==> src/pfws_regs.vh <==
// constants for the parallel flash write sequencer host
`ifndef PFWS_REGS_VH
`define PFWS_REGS_VH
`define PFWS_ADDR_W 17
`define PFWS_CMD_NONE 2'h0
`define PFWS_CMD_PROG 2'h1
`define PFWS_CMD_SECT 2'h2
`define PFWS_CMD_CHIP 2'h3
`define PFWS_PROG_WRITES 3'h4
`define PFWS_ERASE_WRITES 3'h6
`define PFWS_SECT_CODE 8'h30
`define PFWS_CHIP_CODE 8'h10
`define PFWS_CHIP_ADDR 17'h05555
`define PFWS_SECT_SHIFT 12
`define PFWS_CLK_MHZ 40
`define PFWS_PROG_MAX_US 30
`define PFWS_PROG_CYC (`PFWS_PROG_MAX_US * `PFWS_CLK_MHZ)
`define PFWS_SETUP_CYC 4'h3
`define PFWS_PULSE_CYC 4'h4
`define PFWS_HOLD_CYC 4'h2
`define PFWS_READ_CYC 4'h4
`endif

==> src/pfws_unlock_table.v <==
// table of unlock writes that precede the final command write
`include "pfws_regs.vh"
module pfws_unlock_table #(
    parameter [16:0] UNLOCK_A0 = 17'h05555,
    parameter [16:0] UNLOCK_A1 = 17'h02AAA,
    parameter [7:0] UNLOCK_D0 = 8'hAA,
    parameter [7:0] UNLOCK_D1 = 8'h55,
    parameter [7:0] PROG_CODE = 8'hA0,
    parameter [7:0] ERASE_CODE = 8'h80
) (
    input wire [1:0] cmd,
    input wire [2:0] step,
    output reg [16:0] addr,
    output reg [7:0] data
);
    // steps 0..4 for erases: A0/D0, A1/D1, A0/ERASE, A0/D0, A1/D1; program: A0/D0, A1/D1, A0/PROG
    always @* begin
        addr = UNLOCK_A0;
        data = UNLOCK_D0;
        case (step)
            3'h0: begin
                addr = UNLOCK_A0;
                data = UNLOCK_D0;
            end
            3'h1, 3'h4: begin
                addr = UNLOCK_A1;
                data = UNLOCK_D1;
            end
            3'h2: begin
                addr = UNLOCK_A0;
                data = (cmd == `PFWS_CMD_PROG) ? PROG_CODE : ERASE_CODE;
            end
            default: begin
                addr = UNLOCK_A0;
                data = UNLOCK_D0;
            end
        endcase
    end
endmodule

==> src/pfws_host.v <==
// host sequencer that programs and erases a byte-wide parallel flash by its pins
`include "pfws_regs.vh"
module pfws_host (
    input wire sys_clk,
    input wire rstn,
    input wire [1:0] op_cmd,
    input wire op_start,
    input wire [16:0] op_addr,
    input wire [7:0] op_data,
    output reg op_busy,
    output reg op_done,
    output reg op_error,
    output reg flash_ce_n,
    output reg flash_oe_n,
    output reg flash_we_n,
    output reg [16:0] flash_addr,
    output reg [7:0] flash_dq_out,
    output reg flash_dq_oe,
    input wire [7:0] flash_dq_in
);
    localparam [2:0] ST_IDLE = 3'h0;
    localparam [2:0] ST_SETUP = 3'h1;
    localparam [2:0] ST_PULSE = 3'h2;
    localparam [2:0] ST_HOLD = 3'h3;
    localparam [2:0] ST_RSET = 3'h4;
    localparam [2:0] ST_RWAIT = 3'h5;
    localparam [2:0] ST_RGAP = 3'h6;
    localparam [2:0] ST_FIN = 3'h7;
    localparam [31:0] PROG_CYC = `PFWS_PROG_CYC;

    reg [2:0] st_q;
    reg [1:0] cmd_q;
    reg [2:0] step_q;
    reg [3:0] cnt_q;
    reg [16:0] tgt_addr_q;
    reg [7:0] tgt_data_q;
    reg [7:0] dq_s1_q;
    reg [7:0] dq_s2_q;
    reg [1:0] confirm_q;
    reg [15:0] tmo_q;
    reg timeout_flag_q;
    wire [16:0] tbl_addr;
    wire [7:0] tbl_data;

    pfws_unlock_table u_table (
        .cmd(cmd_q),
        .step(step_q),
        .addr(tbl_addr),
        .data(tbl_data)
    );

    // last write of the sequence carries target or command code
    function last_step;
        input [1:0] c;
        input [2:0] s;
        begin
            last_step = (c == `PFWS_CMD_PROG) ? (s == `PFWS_PROG_WRITES - 3'h1)
                                               : (s == `PFWS_ERASE_WRITES - 3'h1);
        end
    endfunction

    // status is done when poll bit matches expected final value
    function poll_done;
        input [1:0] c;
        input [7:0] rd;
        input [7:0] exp;
        begin
            if (c == `PFWS_CMD_PROG)
                poll_done = (rd[7] == exp[7]);
            else
                poll_done = rd[7];
        end
    endfunction

    // final write fields per command
    reg [16:0] wr_addr;
    reg [7:0] wr_data;
    always @* begin
        wr_addr = tbl_addr;
        wr_data = tbl_data;
        if (last_step(cmd_q, step_q)) begin
            case (cmd_q)
                `PFWS_CMD_PROG: begin
                    wr_addr = tgt_addr_q;
                    wr_data = tgt_data_q;
                end
                `PFWS_CMD_SECT: begin
                    wr_addr = {tgt_addr_q[16:`PFWS_SECT_SHIFT], 12'h000};
                    wr_data = `PFWS_SECT_CODE;
                end
                `PFWS_CMD_CHIP: begin
                    wr_addr = `PFWS_CHIP_ADDR;
                    wr_data = `PFWS_CHIP_CODE;
                end
                default: begin
                    wr_addr = tbl_addr;
                    wr_data = tbl_data;
                end
            endcase
        end
    end

    // flash data pins are asynchronous to sys_clk
    always @(posedge sys_clk) begin
        if (!rstn) begin
            dq_s1_q <= 8'h00;
            dq_s2_q <= 8'h00;
        end else begin
            dq_s1_q <= flash_dq_in;
            dq_s2_q <= dq_s1_q;
        end
    end

    always @(posedge sys_clk) begin
        if (!rstn) begin
            st_q <= ST_IDLE;
            cmd_q <= `PFWS_CMD_NONE;
            step_q <= 3'h0;
            cnt_q <= 4'h0;
            tgt_addr_q <= 17'h00000;
            tgt_data_q <= 8'h00;
            confirm_q <= 2'h0;
            tmo_q <= 16'h0000;
            timeout_flag_q <= 1'b0;
            op_busy <= 1'b0;
            op_done <= 1'b0;
            op_error <= 1'b0;
            flash_ce_n <= 1'b1;
            flash_oe_n <= 1'b1;
            flash_we_n <= 1'b1;
            flash_addr <= 17'h00000;
            flash_dq_out <= 8'h00;
            flash_dq_oe <= 1'b0;
        end else begin
            op_done <= 1'b0;
            cnt_q <= cnt_q + 4'h1;
            if (st_q == ST_RSET || st_q == ST_RWAIT || st_q == ST_RGAP) begin
                tmo_q <= tmo_q + 16'h0001;
                if (cmd_q == `PFWS_CMD_PROG && {16'h0000, tmo_q} >= PROG_CYC)
                    timeout_flag_q <= 1'b1;
            end
            case (st_q)
                ST_IDLE: begin
                    if (op_start && op_cmd != `PFWS_CMD_NONE) begin
                        cmd_q <= op_cmd;
                        tgt_addr_q <= op_addr;
                        tgt_data_q <= op_data;
                        step_q <= 3'h0;
                        cnt_q <= 4'h0;
                        tmo_q <= 16'h0000;
                        timeout_flag_q <= 1'b0;
                        confirm_q <= 2'h0;
                        op_busy <= 1'b1;
                        op_error <= 1'b0;
                        st_q <= ST_SETUP;
                    end
                end
                ST_SETUP: begin
                    // output gate stays high so the write is not inhibited
                    flash_oe_n <= 1'b1;
                    flash_ce_n <= 1'b0;
                    flash_addr <= wr_addr;
                    flash_dq_out <= wr_data;
                    flash_dq_oe <= 1'b1;
                    if (cnt_q == `PFWS_SETUP_CYC) begin
                        flash_we_n <= 1'b0;
                        cnt_q <= 4'h0;
                        st_q <= ST_PULSE;
                    end
                end
                ST_PULSE: begin
                    if (cnt_q == `PFWS_PULSE_CYC) begin
                        flash_we_n <= 1'b1;
                        cnt_q <= 4'h0;
                        st_q <= ST_HOLD;
                    end
                end
                ST_HOLD: begin
                    if (cnt_q == `PFWS_HOLD_CYC) begin
                        flash_ce_n <= 1'b1;
                        flash_dq_oe <= 1'b0;
                        cnt_q <= 4'h0;
                        if (last_step(cmd_q, step_q)) begin
                            // only status polls from here on; no new commands
                            st_q <= ST_RSET;
                        end else begin
                            step_q <= step_q + 3'h1;
                            st_q <= ST_SETUP;
                        end
                    end
                end
                ST_RSET: begin
                    flash_dq_oe <= 1'b0;
                    flash_addr <= (cmd_q == `PFWS_CMD_CHIP) ? `PFWS_CHIP_ADDR : tgt_addr_q;
                    flash_ce_n <= 1'b0;
                    flash_oe_n <= 1'b0;
                    cnt_q <= 4'h0;
                    st_q <= ST_RWAIT;
                end
                ST_RWAIT: begin
                    // read strobe time only; the two synchroniser stages are waited out in ST_RGAP
                    if (cnt_q == `PFWS_READ_CYC) begin
                        flash_ce_n <= 1'b1;
                        flash_oe_n <= 1'b1;
                        cnt_q <= 4'h0;
                        st_q <= ST_RGAP;
                    end
                end
                ST_RGAP: begin
                    // sample taken once pins are settled through the synchroniser
                    if (cnt_q == 4'h1) begin
                        if (poll_done(cmd_q, dq_s2_q, tgt_data_q)) begin
                            // a pass after a mismatch needs two more passes
                            if (confirm_q == 2'h0 || confirm_q == 2'h3)
                                st_q <= ST_FIN;
                            else begin
                                confirm_q <= confirm_q + 2'h1;
                                st_q <= ST_RSET;
                            end
                        end else begin
                            confirm_q <= 2'h1;
                            if (timeout_flag_q) begin
                                op_error <= 1'b1;
                                st_q <= ST_FIN;
                            end else
                                st_q <= ST_RSET;
                        end
                    end
                end
                ST_FIN: begin
                    op_busy <= 1'b0;
                    op_done <= 1'b1;
                    cmd_q <= `PFWS_CMD_NONE;
                    st_q <= ST_IDLE;
                end
                default: st_q <= ST_IDLE;
            endcase
        end
    end
endmodule

==> config.mk <==
export PLATFORM = sky130hd
export DESIGN_NAME = pfws_host
export DESIGN_NICKNAME = d
export VERILOG_FILES = /design/src/pfws_unlock_table.v /design/src/pfws_host.v
export VERILOG_INCLUDE_DIRS = /design/src
export SDC_FILE = /design/constraint.sdc
export NUM_CORES = 1
export LEC_CHECK = 0
export BUFFER_PORTS_ARGS = -buffer_cell sky130_fd_sc_hd__buf_4
export CAP_MARGIN = 20
export CORE_MARGIN = 2
export CORE_UTILIZATION = 38
export DETAILED_ROUTE_END_ITERATION = 8
export PLACE_DENSITY = 0.6
export SLEW_MARGIN = 5
export SYNTH_ARGS = -nofsm -noshare
export SYNTH_HDL_FRONTEND = slang
export SYNTH_SLANG_ARGS = --single-unit
export TNS_END_PERCENT = 10
==> constraint.sdc <==
create_clock -name sys_clk -period 3.12 [get_ports sys_clk]
set_clock_uncertainty 0.15 [all_clocks]
set_input_delay 0.156 -clock sys_clk [delete_from_list [all_inputs] [get_ports sys_clk]]
set_output_delay 0.156 -clock sys_clk [all_outputs]
set_load 0.01 [all_outputs]
Word level (Yosys, flattened, before mapping)
Index checks and enable logic that the tools add are counted.
{"block": "word_totals", "register_bits": 104, "input_bits": 38, "output_inout_bits": 32, "word_cells": 149}
{"block": "op_classes", "n_addsub": 4, "order_cmp": 1, "n_eq_ne": 31, "mux": 64, "n_reduce_logical": 29}
{"operator": "case mux 17 bit (3 select lines)", "count": 1}
{"operator": "2-to-1 mux 16 bit", "count": 3}
{"operator": "2-to-1 mux 17 bit", "count": 2}
{"operator": "case mux 17 bit (2 select lines)", "count": 1}
{"operator": "2-to-1 mux 3 bit", "count": 11}
{"operator": "case mux 3 bit (8 select lines)", "count": 1}
{"operator": "case mux 8 bit (3 select lines)", "count": 1}
{"operator": "case mux 4 bit (5 select lines)", "count": 1}
{"operator": "2-to-1 mux 1 bit", "count": 19}
{"operator": "== test 3 bit (second input constant)", "count": 6}
{"operator": "adder 16 x 1 -> 16 bit (second input constant)", "count": 1}
{"operator": "greater-or-equal comparator 16 x 11 -> 1 bit (second input constant)", "count": 1}
{"operator": "2-to-1 mux 4 bit", "count": 4}
{"operator": "case mux 8 bit (2 select lines)", "count": 1}
{"operator": "2-to-1 mux 15 bit", "count": 1}
{"operator": "2-to-1 mux 2 bit", "count": 7}
{"operator": "!= test 2 bit (second input constant)", "count": 7}
{"operator": "== test 3 x 2 -> 1 bit (second input constant)", "count": 4}
{"operator": "nonzero test 2 bit", "count": 6}
{"operator": "case mux 1 bit (3 select lines)", "count": 3}
{"operator": "nonzero test 3 bit", "count": 3}
{"operator": "== test 4 x 2 -> 1 bit (second input constant)", "count": 2}
{"operator": "2-to-1 mux 8 bit", "count": 1}
{"operator": "case mux 2 bit (2 select lines)", "count": 2}
{"operator": "24 further kinds", "count": 40}

Longest topological paths before layout
{"block": "depth", "depth_word": 8, "mapped_depth": 9, "mapped_depth_nobuf": 7}

Modules after synthesis
A second synthesis with hierarchy kept.
{"block": "hier_totals", "cells_unflattened": 519, "area_unflattened_um2": 4366.7}
{"mod": "pfws_host", "n_inst": 1, "cells_per_inst": 488, "area_per_inst_um2": 4147.7, "seq_area_each_um2": 1801.7}
{"mod": "pfws_unlock_table", "n_inst": 1, "cells_per_inst": 31, "area_per_inst_um2": 219.0, "seq_area_each_um2": 0.0}

Worst setup path after synthesis
No wires, ideal clock.
{"block": "synth_timing", "path_kind": "register -> register", "startpoint": "register step_q[0]", "endpoint": "register flash_dq_out[0]", "setup_time_ns": 0.132, "arrival_time_ns": 1.970, "required_time_ns": 2.838, "setup_slack_ns": 0.868, "path_stages_with_launch": 10, "n_path_buf": 2, "period_less_slack_ns": 2.252, "cell_sequence": "dfxtp_1 -> buf_2 -> clkinv_1 -> ha_1 -> mux2i_1 -> nor3_1 -> or3_1 -> buf_6 -> o211ai_1 -> a21oi_1"}
{"block": "synth_between", "elab_chain_len": 5, "elab_cells_between_ends": 10, "cone_classes": "eq/ne: 5; mux: 4; reduce/logical: 1"}
{"element": "start, declared", "line": "pfws_host.v:33", "source": "reg [2:0] step_q;"}
{"element": "start signal, assigned", "line": "pfws_host.v:187", "source": "step_q <= step_q + 3'h1;"}
{"element": "== test 3 x 1 -> 1 bit / == test 3 bit (equally long branches)", "line": "pfws_unlock_table.v:20", "source": "case (step)"}
{"element": "OR reduction 2 bit", "line": "pfws_unlock_table.v:20"}
{"element": "case mux 8 bit (2 select lines)", "line": "pfws_unlock_table.v:20"}
{"element": "case mux 8 bit (3 select lines)", "line": "pfws_host.v:82", "source": "case (cmd_q)"}
{"element": "2-to-1 mux 8 bit (*)", "line": "pfws_host.v:81", "source": "if (last_step(cmd_q, step_q)) begin"}
{"element": "end signal, assigned", "line": "pfws_host.v:163", "source": "flash_dq_out <= wr_data;"}
{"element": "end, declared", "line": "pfws_host.v:17", "source": "output reg [7:0] flash_dq_out,"}
Every way passes the cells marked *; elsewhere a longest branch is shown, timed or not.
A chain may end at the register's enable or synchronous reset.

Worst setup path in the final report
{"block": "layout_timing", "startpoint": "register st_q[1]", "endpoint": "register st_q[1]"}
{"block": "layout_between", "elab_chain_len": 3, "elab_cells_between_ends": 16, "cone_classes": "eq/ne: 13; mux: 1; reduce/logical: 2"}
{"element": "start, declared", "line": "pfws_host.v:31", "source": "reg [2:0] st_q;"}
{"element": "start signal, assigned", "line": "pfws_host.v:116", "source": "st_q <= ST_IDLE;"}
{"element": "start signal, assigned", "line": "pfws_host.v:155", "source": "st_q <= ST_SETUP;"}
{"element": "start signal, assigned", "line": "pfws_host.v:168", "source": "st_q <= ST_PULSE;"}
{"element": "== test 3 x 2 -> 1 bit, or another cell as far along", "line": "pfws_host.v:142", "source": "case (st_q)"}
{"element": "!= test 2 bit (no source line) / != test 2 x 1 -> 1 bit (equally long branches)"}
{"element": "AND reduction 6 bit (no source line)"}
Parallel ways exist; a longest one is shown, timed or not.

==> flow_summary.json <==
{
  "worst_slew_pin_slew_ns": 0.8153,
  "synth.yosys.seq_area_share_pct": 41.64,
  "start_util_pct": 39.39,
  "wirelength_mm": 11.21,
  "viasPerCell": 5.345,
  "cts.clk_slew.worst_paths_ns": 0.06,
  "dieArea_um2": 12260,
  "wl_per_cell_um": 14.80,
  "outcome": "finished clean",
  "synth.distinct_cells": 66,
  "finalSetupTns_ns": 0,
  "clk_path_buf_depth": 2,
  "antenna_found_initial": 0,
  "powerDensity_nw_per_um2": 728.4,
  "end_kind": "register",
  "die_y_um": 110.7,
  "slew_headroom_pct": 45.57,
  "rsz0062_at_grt": "false",
  "top_layer": "met4",
  "hold_viol": 0,
  "drt_iter0_markers": 198,
  "final_area_um2": 5499,
  "io_pins": 70,
  "grt_pass1_wl_mm": 18.80,
  "cts_buffers": 9,
  "port_buffers": 62,
  "syn_nets": 582,
  "nets": 660,
  "max-cap-violations": 0,
  "worstSkewPairLatency_ns": 0.34,
  "fin_hold_ws_ns": 0.2836,
  "synth.avg_cell_area_um2": 8.102,
  "drive_gt1_share_pct": 16.21,
  "ys_ff_latch": 90,
  "synthCells": 534,
  "core_area_um2": 10980,
  "hpwl_mm": 7.640,
  "die_w_um": 110.7,
  "overflow": 0,
  "arrival_ns": 2.64,
  "syn2layout_area_growth_pct": 27.10,
  "peakVddDrop_mv": 0.4368,
  "setup_violations": 0,
  "cts_tree": "built",
  "cts_sinks": 90,
  "path_class": "register to register",
  "worst_slack_ns": 0.5702,
  "fin_crit_sh_pct": 81.73,
  "cts_htree_levels": 3,
  "drtPass1Iterations": 5,
  "place_area_um2": 4880,
  "num_vias": 4046,
  "routabilityCongestion": 0.8321,
  "antenna_cells": 0,
  "syn_area_um2": 4327,
  "grt_pass1_vias": 3866,
  "fp-row-count": 38,
  "worstHoldPathType": "register to register",
  "met3_length_um": 529,
  "routedLengthMet1_mm": 5.172,
  "cts_root_buffer": "clkbuf_16",
  "async_flop_share_pct": 0,
  "nFillCells": 1058,
  "wl_met2_mm": 5.396,
  "slew_violations": 0,
  "drc": 0,
  "grt_max_degree": 31,
  "synth_edf_count": 0,
  "ys_warn_count": 0,
  "ys.flop_type": "dfxtp_1",
  "required_ns": 3.21,
  "crit_fanout": 24,
  "ctsResizeCount": 0,
  "worstSetupStartpointType": "register",
  "max_freq_ghz": 0.3922,
  "antenna_left": 0,
  "leakage_nw": 2.087,
  "pre_cts_ws_ns": 0.6158,
  "grt_usage_pct": 18.57,
  "min_period_ns": 2.550
}
==> cell families after synthesis <==
family | after synthesis | synth area share (%)
AO/OA/AOI/OAI | 158 | 23.25
XOR/XNOR | 17 | 3.441
adder cells (fa/ha/maj) | 10 | 2.892
buffers and inverters | 44 | 4.511
flip-flops | 90 | 41.64
multiplexers | 7 | 1.677
AND/OR/NAND/NOR | 208 | 22.59
==> placed cells by master (no fill, tap or decap), types with 10 or more instances in the layout <==
cell / synthesis / routed
buf_4: 1 / 70
nor3_1: 10 / 10
a21oi_1: 62 / 62
ha_1: 10 / 10
nand3_1: 12 / 12
xnor2_1: 11 / 11
nand2_1: 88 / 88
inv_1: 10 / 10
o21ai_0: 40 / 40
dlygate4sd3_1: 0 / 29
nor2_1: 45 / 45
and2_1: 11 / 11
dfxtp_1: 90 / 90
==> per-layer routing <==
metal  GRT usage (%)  up-vias
li1                -     2022
met5               0        -
met2           32.19       84
met3           4.647       14
met4           4.583        0
met1           23.13     1926
==> path summary, 6_finish.rpt <==
path	end	from	slack (ns)	cells past startpoint
worst max register to register	st_q[1]	st_q[1]	0.57	5
worst max-delay path	st_q[1]	st_q[1]	0.57	5
worst min register to register	dq_s2_q[7]	dq_s1_q[7]	0.28	1
worst min-delay path	dq_s2_q[7]	dq_s1_q[7]	0.28	1
==> cells in the mapped netlist (all sizes together), types with 4 or more instances <==
cell type   n  share of area (%)
a21o        7                1.2
inv        11               0.95
a31oi       6                1.0
xor2        6                1.2
dfxtp      90                 42
nand3      12                1.4
buf        13                1.8
nand4       5               0.72
clkbuf     19                1.6
nand2b      8                1.2
mux2i       5                1.2
nor2       45                3.9
xnor2      11                2.2
or3         4               0.58
nor2b       4               0.58
and2       12                1.7
a211oi      4               0.98
ha         10                2.9
o21ai      45                5.3
nor3b       6                1.2
o211ai      9                1.6
nor3       10                1.2
a21oi      62                7.2
nand2      88                7.6
==> where the power goes <==
part,switching [mW],internal [mW],leakage [nW]
Sequential,0.219,1.36,0.734
Combinational,0.690,0.554,1.19
Clock,0.460,0.725,0.159
==> flip-flops by register name, summed over array words and instances (netlist names), 2 cells and up <==
register / cells
cmd_q: 2
cnt_q: 4
confirm_q: 2
flash_addr: 17
flash_dq_out: 8
st_q: 3
step_q: 3
tgt_addr_q: 17
tgt_data_q: 8
tmo_q: 16
==> metrics by stage <==
| stage | power (mW) | util [%] | instances |
|---|---|---|---|
| 4_1_cts | 4.031 | 50.07 | 757 |
| 5_1_grt | 4.246 | 50.07 | 757 |
| 6_report | 4.005 | 50.07 | 757 |
| 2_1_floorplan | 2.346 | - | 534 |
| 3_5_place_dp | 2.815 | 44.43 | 712 |
| 3_3_place_gp | 2.785 | 44.43 | 712 |
==> critical path: stages, from the launching register on <==
cell       delay (ns)
dfxtp_1          0.85
nor2b_1          0.17
a22o_1           0.28
a2111oi_4        0.45
mux2_1           0.36
o21a_1           0.18
==> what timing repair did <==
action,in CTS,in global routing
hold endpoints to repair,29,0
hold buffers,29,0
buffers inserted,0,0
==> layout make-up <==
type | instances | area, um2 | share of cell area (%)
sequential | 90 | 1802 | 32.76
multi-input combinational | 400 | 2332 | 42.41
clock buffer | 10 | 239.0 | 4.346
clock inverter | 6 | 90.09 | 1.638
tap | 140 | 175.2 | 3.185
timing repair buffer | 99 | 815.8 | 14.84
inverter | 12 | 45.04 | 0.8191
(Power assumes the default switching activity.)
